## src/verilog/fgp_pkg.sv

```systemverilog
// Package with register map, reset values and timing for the fast GPIO port
package fgp_pkg;
	localparam int unsigned DATA_W = 32;
	localparam int unsigned ADDR_W = 32;
	localparam logic [31:0] ALIAS_BASE = 32'hf800_0000;
	localparam logic [31:0] PORT_STRIDE = 32'h0000_0040;
	localparam logic [5:0] OFS_OUTPUT_LEVEL = 6'h00;
	localparam logic [5:0] OFS_OUTPUT_SET = 6'h04;
	localparam logic [5:0] OFS_OUTPUT_CLEAR = 6'h08;
	localparam logic [5:0] OFS_OUTPUT_TOGGLE = 6'h0c;
	localparam logic [5:0] OFS_INPUT_LEVEL = 6'h10;
	localparam logic [5:0] OFS_DIRECTION = 6'h14;
	localparam logic [5:0] OFS_INPUT_DISABLE = 6'h18;
	localparam logic [31:0] RST_OUTPUT_LEVEL = 32'h0000_0000;
	localparam logic [31:0] RST_DIRECTION = 32'h0000_0000;
	localparam logic [31:0] RST_INPUT_DISABLE = 32'hffff_ffff;
	localparam logic [31:0] RST_INPUT_LEVEL = 32'h0000_0000;
	localparam logic [31:0] RST_PIN_MASK = 32'hffff_ffff;
	localparam int unsigned ERR_WAIT_CYCLES = 1;
	typedef enum logic [1:0] {
		FGP_IDLE = 2'b00,
		FGP_ERR = 2'b01
	} fgp_bus_state_e;
endpackage

```

## src/verilog/fgp_port.sv

```systemverilog
// Fast GPIO port register block on the core single-cycle alias
`timescale 1ns/1ps
// What this block does
// - Output level bit drives its pin when the pin is a GPIO output.
// - Output level bits of unimplemented pins always read zero.
// - Set register write forces ones where written bits are one.
// - Clear register write forces zeros where written bits are one.
// - Toggle register write inverts bits where written bits are one.
// - Input level returns pin level; zero if unimplemented or not digital.
// - Input level holds while the port control module is disabled.
// - Direction zero makes a GPIO pin input, one makes it output.
// - Input pin with disabled input path is left high impedance.
// - Input disable one blocks input and reads zero; zero enables it.
// - One set, clear or toggle write may change many bits at once.
// - Direction and output registers update even with port control disabled.
// - Registers are reachable at the fast alias base address.
// - Valid alias accesses complete in a single cycle.
// - Out-of-map accesses error with one wait state; valid ones take none.
module fgp_port #(
	parameter logic [31:0] PORT_INDEX = 32'h0000_0000,
	parameter logic [31:0] PIN_MASK   = fgp_pkg::RST_PIN_MASK
) (
	input  wire logic        clock_i,
	input  wire logic        srst_i,
	input  wire logic        bus_sel_i,
	input  wire logic        bus_write_i,
	input  wire logic [31:0] bus_addr_i,
	input  wire logic [31:0] bus_wdata_i,
	output logic      [31:0] bus_rdata_o,
	output logic             bus_ready_o,
	output logic             bus_error_o,
	input  wire logic [31:0] gpio_sel_i,
	input  wire logic [31:0] digital_sel_i,
	input  wire logic        port_en_i,
	input  wire logic [31:0] pin_i,
	output logic      [31:0] pin_o,
	output logic      [31:0] pin_oe_o
);
	localparam logic [31:0] PORT_BASE =
		32'(fgp_pkg::ALIAS_BASE + fgp_pkg::PORT_STRIDE * PORT_INDEX);

	logic [31:0] output_level_reg;
	logic [31:0] output_level_next;
	logic [31:0] direction_reg;
	logic [31:0] input_disable_reg;
	logic [31:0] input_level_w;
	logic        hit_port;
	logic        map_ok;
	logic [5:0]  offset;
	logic        wr_ok;
	logic        rd_ok;
	fgp_pkg::fgp_bus_state_e state_reg;

	// Address decode within this port window
	assign offset   = bus_addr_i[5:0];
	assign hit_port = bus_sel_i && (bus_addr_i[31:6] == PORT_BASE[31:6]);
	always_comb begin
		map_ok = 1'b0;
		if (bus_addr_i[1:0] == 2'b00) begin
			case (offset)
				fgp_pkg::OFS_OUTPUT_LEVEL,
				fgp_pkg::OFS_OUTPUT_SET,
				fgp_pkg::OFS_OUTPUT_CLEAR,
				fgp_pkg::OFS_OUTPUT_TOGGLE,
				fgp_pkg::OFS_INPUT_LEVEL,
				fgp_pkg::OFS_DIRECTION,
				fgp_pkg::OFS_INPUT_DISABLE: map_ok = 1'b1;
				default: map_ok = 1'b0;
			endcase
		end
	end
	assign wr_ok = hit_port && map_ok && bus_write_i && (state_reg == fgp_pkg::FGP_IDLE);
	assign rd_ok = hit_port && map_ok && !bus_write_i && (state_reg == fgp_pkg::FGP_IDLE);

	// Output level next value from direct, set, clear, toggle writes
	always_comb begin
		output_level_next = output_level_reg;
		if (wr_ok) begin
			case (offset)
				fgp_pkg::OFS_OUTPUT_LEVEL: output_level_next = bus_wdata_i;
				fgp_pkg::OFS_OUTPUT_SET: output_level_next = output_level_reg | bus_wdata_i;
				fgp_pkg::OFS_OUTPUT_CLEAR: output_level_next = output_level_reg & ~bus_wdata_i;
				fgp_pkg::OFS_OUTPUT_TOGGLE: output_level_next = output_level_reg ^ bus_wdata_i;
				default: output_level_next = output_level_reg;
			endcase
		end
	end

	// Output level register, unimplemented bits held at zero
	always_ff @(posedge clock_i) begin
		if (srst_i) begin
			output_level_reg <= fgp_pkg::RST_OUTPUT_LEVEL;
		end else begin
			output_level_reg <= output_level_next & PIN_MASK;
		end
	end

	// Direction register
	always_ff @(posedge clock_i) begin
		if (srst_i) begin
			direction_reg <= fgp_pkg::RST_DIRECTION;
		end else if (wr_ok && offset == fgp_pkg::OFS_DIRECTION) begin
			direction_reg <= bus_wdata_i & PIN_MASK;
		end
	end

	// Input disable register
	always_ff @(posedge clock_i) begin
		if (srst_i) begin
			input_disable_reg <= fgp_pkg::RST_INPUT_DISABLE;
		end else if (wr_ok && offset == fgp_pkg::OFS_INPUT_DISABLE) begin
			input_disable_reg <= bus_wdata_i;
		end
	end

	// Per-pin drive and input sampling
	genvar gi;
	generate
		for (gi = 0; gi < 32; gi++) begin : g_pin
			fgp_pin_cell u_cell (
				.clock_i       (clock_i),
				.srst_i        (srst_i),
				.impl_i        (PIN_MASK[gi]),
				.gpio_sel_i    (gpio_sel_i[gi]),
				.digital_sel_i (digital_sel_i[gi]),
				.dir_i         (direction_reg[gi]),
				.out_lvl_i     (output_level_reg[gi]),
				.in_dis_i      (input_disable_reg[gi]),
				.port_en_i     (port_en_i),
				.pin_i         (pin_i[gi]),
				.in_lvl_o      (input_level_w[gi]),
				.pin_o         (pin_o[gi]),
				.pin_oe_o      (pin_oe_o[gi])
			);
		end
	endgenerate

	// Bus answer: registered ready in the next cycle, error after one wait
	always_ff @(posedge clock_i) begin
		if (srst_i) begin
			state_reg   <= fgp_pkg::FGP_IDLE;
			bus_ready_o <= 1'b0;
			bus_error_o <= 1'b0;
			bus_rdata_o <= 32'h0000_0000;
		end else begin
			bus_ready_o <= 1'b0;
			bus_error_o <= 1'b0;
			bus_rdata_o <= 32'h0000_0000;
			case (state_reg)
				fgp_pkg::FGP_IDLE: begin
					if (hit_port && map_ok) begin
						bus_ready_o <= 1'b1;
						if (!bus_write_i) begin
							case (offset)
								fgp_pkg::OFS_OUTPUT_LEVEL: bus_rdata_o <= output_level_reg;
								fgp_pkg::OFS_INPUT_LEVEL: bus_rdata_o <= input_level_w;
								fgp_pkg::OFS_DIRECTION: bus_rdata_o <= direction_reg;
								fgp_pkg::OFS_INPUT_DISABLE: bus_rdata_o <= input_disable_reg;
								default: bus_rdata_o <= 32'h0000_0000;
							endcase
						end
					end else if (hit_port) begin
						state_reg <= fgp_pkg::FGP_ERR;
					end
				end
				fgp_pkg::FGP_ERR: begin
					bus_ready_o <= 1'b1;
					bus_error_o <= 1'b1;
					state_reg   <= fgp_pkg::FGP_IDLE;
				end
				default: state_reg <= fgp_pkg::FGP_IDLE;
			endcase
		end
	end

	// Checks on register updates, pins and bus timing

	// Set write raises every implemented bit written as one
	chk_set_bits: assert property (@(posedge clock_i) disable iff (srst_i)
		wr_ok && offset == fgp_pkg::OFS_OUTPUT_SET
		|=> (output_level_reg & $past(bus_wdata_i & PIN_MASK)) == $past(bus_wdata_i & PIN_MASK))
		else $error("set write left a bit low");

	// Set write leaves bits written as zero alone
	chk_set_keeps: assert property (@(posedge clock_i) disable iff (srst_i)
		wr_ok && offset == fgp_pkg::OFS_OUTPUT_SET
		|=> ((output_level_reg ^ $past(output_level_reg)) & ~$past(bus_wdata_i)) == 32'h0000_0000)
		else $error("set write moved a bit written as zero");

	// Clear write drops every bit written as one
	chk_clear_bits: assert property (@(posedge clock_i) disable iff (srst_i)
		wr_ok && offset == fgp_pkg::OFS_OUTPUT_CLEAR
		|=> (output_level_reg & $past(bus_wdata_i)) == 32'h0000_0000)
		else $error("clear write left a bit high");

	// Clear write leaves bits written as zero alone
	chk_clear_keeps: assert property (@(posedge clock_i) disable iff (srst_i)
		wr_ok && offset == fgp_pkg::OFS_OUTPUT_CLEAR
		|=> ((output_level_reg ^ $past(output_level_reg)) & ~$past(bus_wdata_i)) == 32'h0000_0000)
		else $error("clear write moved a bit written as zero");

	// Toggle write inverts exactly the implemented bits written as one
	chk_toggle_bits: assert property (@(posedge clock_i) disable iff (srst_i)
		wr_ok && offset == fgp_pkg::OFS_OUTPUT_TOGGLE
		|=> output_level_reg == ($past(output_level_reg ^ bus_wdata_i) & PIN_MASK))
		else $error("toggle write wrong");

	// Write-only views answer reads with zero
	chk_views_read0: assert property (@(posedge clock_i) disable iff (srst_i)
		rd_ok && (offset == fgp_pkg::OFS_OUTPUT_SET || offset == fgp_pkg::OFS_OUTPUT_CLEAR
			|| offset == fgp_pkg::OFS_OUTPUT_TOGGLE)
		|=> bus_rdata_o == 32'h0000_0000)
		else $error("write-only view read nonzero");

	// Missing pins never hold an output level
	chk_unimpl_zero: assert property (@(posedge clock_i) disable iff (srst_i)
		1'b1
		|-> (output_level_reg & ~PIN_MASK) == 32'h0000_0000)
		else $error("unimplemented output bit set");

	// Direct level write lands on implemented pins
	chk_level_write: assert property (@(posedge clock_i) disable iff (srst_i)
		wr_ok && offset == fgp_pkg::OFS_OUTPUT_LEVEL
		|=> output_level_reg == $past(bus_wdata_i & PIN_MASK))
		else $error("level write did not land");

	// Output level moves only on a register write
	chk_level_hold: assert property (@(posedge clock_i) disable iff (srst_i)
		!wr_ok
		|=> $stable(output_level_reg))
		else $error("output level moved with no write");

	// Pin drive value follows the output level
	chk_pin_level: assert property (@(posedge clock_i) disable iff (srst_i)
		1'b1
		|=> pin_o == $past(output_level_reg))
		else $error("pin drive value wrong");

	// Writes still land while port control is off
	chk_write_off: assert property (@(posedge clock_i) disable iff (srst_i)
		!port_en_i && wr_ok && offset == fgp_pkg::OFS_OUTPUT_LEVEL
		|=> output_level_reg == $past(bus_wdata_i & PIN_MASK))
		else $error("write lost while port off");

	// Drive enable only for GPIO pins set as outputs
	chk_drive_out: assert property (@(posedge clock_i) disable iff (srst_i)
		1'b1
		|=> pin_oe_o == $past(gpio_sel_i & direction_reg & PIN_MASK))
		else $error("output enable wrong");

	// Direction write lands on implemented pins
	chk_dir_write: assert property (@(posedge clock_i) disable iff (srst_i)
		wr_ok && offset == fgp_pkg::OFS_DIRECTION
		|=> direction_reg == $past(bus_wdata_i & PIN_MASK))
		else $error("direction write did not land");

	// Input pins are never driven
	chk_input_dir: assert property (@(posedge clock_i) disable iff (srst_i)
		1'b1
		|=> (pin_oe_o & ~$past(direction_reg)) == 32'h0000_0000)
		else $error("input pin driven");

	// Disabled input path reads zero
	chk_disabled_in: assert property (@(posedge clock_i) disable iff (srst_i)
		port_en_i
		|=> (input_level_w & $past(input_disable_reg)) == 32'h0000_0000)
		else $error("disabled input read nonzero");

	// Input disable write lands as written
	chk_dis_write: assert property (@(posedge clock_i) disable iff (srst_i)
		wr_ok && offset == fgp_pkg::OFS_INPUT_DISABLE
		|=> input_disable_reg == $past(bus_wdata_i))
		else $error("input disable write did not land");

	// Enabled input follows the qualified pin level
	chk_input_sample: assert property (@(posedge clock_i) disable iff (srst_i)
		port_en_i
		|=> input_level_w == $past(pin_i & digital_sel_i & PIN_MASK & ~input_disable_reg))
		else $error("input sample wrong");

	// Pins with no digital function read zero
	chk_not_digital: assert property (@(posedge clock_i) disable iff (srst_i)
		port_en_i
		|=> (input_level_w & ~$past(digital_sel_i)) == 32'h0000_0000)
		else $error("non-digital pin read nonzero");

	// Missing pins read zero on the input side
	chk_unimpl_in: assert property (@(posedge clock_i) disable iff (srst_i)
		1'b1
		|-> (input_level_w & ~PIN_MASK) == 32'h0000_0000)
		else $error("unimplemented input bit set");

	// Input read returns the registered input level
	chk_read_input: assert property (@(posedge clock_i) disable iff (srst_i)
		rd_ok && offset == fgp_pkg::OFS_INPUT_LEVEL
		|=> bus_rdata_o == $past(input_level_w))
		else $error("input read data wrong");

	// Input level frozen while port control is off
	chk_input_hold: assert property (@(posedge clock_i) disable iff (srst_i)
		!port_en_i
		|=> $stable(input_level_w))
		else $error("input level moved while port off");

	// Requests outside this port window get no answer
	chk_window_only: assert property (@(posedge clock_i) disable iff (srst_i)
		!hit_port && state_reg == fgp_pkg::FGP_IDLE
		|=> !bus_ready_o)
		else $error("answer outside port window");

	// Valid access answers in the next cycle, no error
	chk_valid_nowait: assert property (@(posedge clock_i) disable iff (srst_i)
		hit_port && map_ok && state_reg == fgp_pkg::FGP_IDLE
		|=> bus_ready_o && !bus_error_o)
		else $error("valid access not single cycle");

	// Read data bus idles at zero
	chk_rdata_quiet: assert property (@(posedge clock_i) disable iff (srst_i)
		!bus_ready_o
		|-> bus_rdata_o == 32'h0000_0000)
		else $error("read data without ready");

	// Level read returns the register as it stood
	chk_read_level: assert property (@(posedge clock_i) disable iff (srst_i)
		rd_ok && offset == fgp_pkg::OFS_OUTPUT_LEVEL
		|=> bus_rdata_o == $past(output_level_reg))
		else $error("level read data wrong");

	// Bad access: one wait cycle, then ready with error
	chk_err_wait: assert property (@(posedge clock_i) disable iff (srst_i)
		hit_port && !map_ok && state_reg == fgp_pkg::FGP_IDLE
		|=> !bus_ready_o ##1 bus_ready_o && bus_error_o)
		else $error("bad access error timing");

	// Error state always answers and returns to idle
	chk_err_answer: assert property (@(posedge clock_i) disable iff (srst_i)
		state_reg == fgp_pkg::FGP_ERR
		|=> bus_ready_o && bus_error_o && state_reg == fgp_pkg::FGP_IDLE)
		else $error("error state did not answer");

	// Error is a single pulse that comes with ready
	chk_err_pulse: assert property (@(posedge clock_i) disable iff (srst_i)
		bus_error_o
		|-> bus_ready_o ##1 !bus_error_o)
		else $error("error pulse malformed");

	// Registers and outputs at their reset values after reset
	chk_reset_values: assert property (@(posedge clock_i) disable iff (srst_i)
		$past(srst_i)
		|-> output_level_reg == fgp_pkg::RST_OUTPUT_LEVEL && direction_reg == fgp_pkg::RST_DIRECTION
			&& input_disable_reg == fgp_pkg::RST_INPUT_DISABLE && pin_oe_o == 32'h0000_0000)
		else $error("reset values wrong");

	cov_set: cover property (@(posedge clock_i) wr_ok && offset == fgp_pkg::OFS_OUTPUT_SET);
	cov_toggle: cover property (@(posedge clock_i) wr_ok && offset == fgp_pkg::OFS_OUTPUT_TOGGLE);
	cov_error: cover property (@(posedge clock_i) bus_error_o);
	cov_hold: cover property (@(posedge clock_i) !port_en_i ##1 !port_en_i);
endmodule

```

## src/verilog/fgp_pin_cell.sv

```systemverilog
// One pin's drive and input-path qualification
`timescale 1ns/1ps
module fgp_pin_cell (
	input  wire logic clock_i,
	input  wire logic srst_i,
	input  wire logic impl_i,
	input  wire logic gpio_sel_i,
	input  wire logic digital_sel_i,
	input  wire logic dir_i,
	input  wire logic out_lvl_i,
	input  wire logic in_dis_i,
	input  wire logic port_en_i,
	input  wire logic pin_i,
	output logic      in_lvl_o,
	output logic      pin_o,
	output logic      pin_oe_o
);
	logic in_lvl_reg;
	logic in_lvl_next;

	// Input sample; held while port control is off
	always_comb begin
		in_lvl_next = in_lvl_reg;
		if (port_en_i) begin
			in_lvl_next = pin_i & impl_i & digital_sel_i & ~in_dis_i;
		end
	end

	always_ff @(posedge clock_i) begin
		if (srst_i) begin
			in_lvl_reg <= 1'b0;
		end else begin
			in_lvl_reg <= in_lvl_next;
		end
	end

	// Pin drive: output from level register when GPIO output
	always_ff @(posedge clock_i) begin
		if (srst_i) begin
			pin_o    <= 1'b0;
			pin_oe_o <= 1'b0;
		end else begin
			pin_o    <= out_lvl_i;
			pin_oe_o <= impl_i & gpio_sel_i & dir_i;
		end
	end

	assign in_lvl_o = in_lvl_reg;
endmodule

```

## config.mk

```make
export PLATFORM = sky130hd
export DESIGN_NAME = fgp_port
export DESIGN_NICKNAME = d
export VERILOG_FILES = /design/src/verilog/fgp_pkg.sv /design/src/verilog/fgp_port.sv /design/src/verilog/fgp_pin_cell.sv
export SDC_FILE = /design/constraint.sdc
export NUM_CORES = 1
export LEC_CHECK = 0
export BUFFER_PORTS_ARGS = -buffer_cell sky130_fd_sc_hd__buf_4
export CAP_MARGIN = 10
export CORE_MARGIN = 3
export CORE_UTILIZATION = 42
export CTS_CLUSTER_DIAMETER = 50
export DETAILED_ROUTE_END_ITERATION = 7
export GPL_ROUTABILITY_DRIVEN = 0
export HOLD_SLACK_MARGIN = 0.08
export MAX_ROUTING_LAYER = met4
export SLEW_MARGIN = 20
export SYNTH_ARGS = -nofsm -noshare
export SYNTH_HDL_FRONTEND = slang
export SYNTH_SLANG_ARGS = --single-unit
```

## constraint.sdc

```tcl
create_clock -name clock_i -period 2.86 [get_ports clock_i]
set_input_delay 0.858 -clock clock_i [delete_from_list [all_inputs] [get_ports clock_i]]
set_output_delay 0.858 -clock clock_i [all_outputs]
set_load 0.01 [all_outputs]
```

==> impl_metrics.csv <==
group,metric,value,unit
outcome,status,"finished clean",
sta,final_max_slew_viol_count,0,
sta,tns,0,ps
clocking,hold_buffers,0,
floorplan,core_area,0.0263,mm^2
min_path,holdPathEnd,"g_pin[16].u_cell.in_lvl_o",
power,p_int,6.01,mW
grt,grt_pass1_vias,8708,
min_path,hold_start,"g_pin[16].u_cell.in_lvl_o",
synth,syn_nets,1374,
synth,yosysTopAreaCell,"dfxtp_1",
power,clkPwrFrac,52.2,%
sta,max_freq,448,MHz
power,irDropWorstVdd,383,uV
critical_path,start_kind,"input pin",
synth,synth_top_area_share,40.2,%
sta,slew_headroom,50.2,%
floorplan,die_height,170,um
clocking,htree_num_levels,1,
critical_path,r2r_cells,5,
route,drc,0,
floorplan,rows,59,
clocking,postCtsResizedCells,0,
place,placement.io_buffers,262,
grt,grt_max_degree,112,
final_layout,layout.nets,1562,
clocking,cts_root_buffer,"clkbuf_16",
clocking,cts_tree,"yes",
job,maxCapViolCount,0,
route,wl_per_cell,18.7,um
route,detail_route.iter0.violations,513,
final_layout,diodes,0,
clocking,clock_latency,560,ps
critical_path,worstPathArrival,2660,ps
place,dp_slack,60.8,ps
synth,syn_inst,1145,
power,p_seq_share,40.9,%
route,drt_first_pass_iters,5,
critical_path,r2r_end,"output_level_reg[10]",
synth,synth_area,0.0113,mm^2
clocking,clk_path_buf_depth,3,
critical_path,cp_max_fo,25,
final_layout,syn2layout_area_growth,27.1,%
critical_path,end_kind,"flip-flop",
final_layout,final_layout_size_suffix_gt1_share,31.3,%
critical_path,setup.worst_path.class,"input pin to flip-flop",
sta,hold_viol,0,
grt,antenna_found_initial,0,
min_path,hold_class,"flip-flop to flip-flop",
sta,setup_viol,0,
synth,synth.area.top_cells,"dfxtp_1, mux2i_1, ha_1",
route,ant_nets,0,
synth,synth.ff_latch_count,227,
power,powerDensity,538,mW/mm^2
clocking,clkSinkCount,227,
sta,worst_slew_pin_slew,747,ps
grt,gr-usage-all-layers,21.5,%
min_path,whs_path_depth,2,
floorplan,die_x,170,um
floorplan,dieArea,0.0289,mm^2
clocking,clkSlewWorstSetupHoldPaths,60,ps
clocking,cts_setup_buffers,0,
sta,skew,18.8,ps
grt,grt_pass1_wl,48100,um
floorplan,ioPinCount,263,
clocking,cts_buffers,30,
sta,post-route-min-period,2230,ps
route,routed_wl,31600,um
route,viasPerCell,5.15,
sta,fin_ws,627,ps
sta,timing.final.crit_share,78.1,%
synth,ys.warnings.count,0,
synth,seq_area_frac_synth,40.2,%
floorplan,initial_core_util,43.0,%
synth,syn_area_per_cell,9.87,um^2
power,p_sw,1.72,mW
route,vias,8708,
grt,grt.overflow.total,0,
place,dp_hpwl,21700,um
synth,yosysUniqueCellTypes,38,
power,power_leakage,5.97,nW
critical_path,worstPathRequired,3290,ps
critical_path,rr_startpoint,"state_reg[0]",
power,switching_share,22.3,%
power,combPwrFrac,6.9,%
sta,rsz0062_at_grt,"no",
critical_path,r2r_setup_slack,1270,ps
## layout make-up
cell class                 count  area, um^2
sequential                   227        4540
tap                          335         419
multi-input combinational    675        5540
clock buffer                  38         821
timing repair buffer         297        2400
inverter                     102         383
fill                        2403       11900
clock inverter                17         263
## worst max path at each step
stage | start | end | slack (ps) | depth (start not counted)
global route | bus_addr_i[18] | output_level_reg[10] | 540 | 7
floorplan | bus_addr_i[5] | output_level_reg[0] | 300 | 5
detailed placement | bus_addr_i[5] | output_level_reg[8] | 60 | 6
CTS | bus_addr_i[5] | output_level_reg[13] | 640 | 6
finish | bus_addr_i[5] | output_level_reg[10] | 630 | 6
global placement | bus_addr_i[5] | output_level_reg[26] | 80 | 6
## power groups by stage
stage / clock network, mW / registers [mW] / logic, mW
after floorplan: 0 / 3.23 / 0.246
after global placement: 0 / 3.23 / 0.529
after detailed placement: 0 / 3.23 / 0.539
after CTS: 4.13 / 3.16 / 0.540
after global routing: 4.26 / 3.16 / 0.585
final: 4.03 / 3.16 / 0.537
## logic make-up (layout without fill, tap and decap cells)
group / after synthesis / in the layout / synth area share (%)
AOI/OAI and AO/OA: 194 / 194 / 13.8
adders and majority gates: 65 / 65 / 7.17
buffers and inverters: 243 / 454 / 11.1
DFF: 227 / 227 / 40.2
muxes: 128 / 128 / 12.6
and+or+nand+nor: 288 / 288 / 15.2
## cell usage in the layout (no fill, tap or decap), types with 3 or more instances in the layout
cell       count
buf_4        283
dfxtp_1      227
nor2_1       128
inv_1        102
nand2b_1     100
mux2i_1       99
a22oi_1       64
ha_1          64
nand4b_1      33
a21oi_1       33
a221oi_1      32
clkbuf_16     30
o21a_1        29
a211oi_2      29
mux2_4        27
buf_12        13
bufinv_16      6
nor4_4         5
clkinv_2       5
clkbuf_1       4
clkbuf_8       4
o21ai_0        3
a211oi_1       3
## Yosys cell counts, drive strengths merged
library cell  instances
and2                  1
mux2                 29
buf                  88
or4b                  1
a31o                  1
ha                   64
o21ai                 3
dfxtp               227
a221oi               32
a21oi                33
nor2                129
nor2b                 2
o21a                 29
nor3b                 1
or4                   2
nand3                 2
or3                   3
a211oi               32
a22oi                64
inv                 102
nor3                  2
nor4                  6
nor4b                 4
and3                  1
nand2b              100
mux2i                99
clkbuf               53
nand4                 1
maj3                  1
nand4b               33
## worst max-delay path, cell delays in order
cell and delay (ps):
buf_4 120, or3_1 430, a31o_4 270, nor4_4 350, buf_12 290, mux2_4 320
## routing by layer
layer | GRT usage, % | part of all wire (%)
met1 | 27.5 | 44
met2 | 35.5 | 48
met3 | 3.69 | 5.8
met4 | 5.68 | 2.4
met5 | - | 0
## metrics by stage
stage          instance area (um^2)  utilization (%)  hold slack [ps]  total power [mW]  instances
3_3_place_gp                  13300             50.6              455              3.76       1636
6_report                      14400             54.7              468              7.73       1691
2_1_floorplan                 11300                -              439              3.48       1145
5_1_grt                       14400             54.7              487              8.00       1691
3_5_place_dp                  13300             50.6              458              3.77       1636
4_1_cts                       14400             54.7              467              7.83       1691
Note: power is estimated with default switching activity, not from simulation.
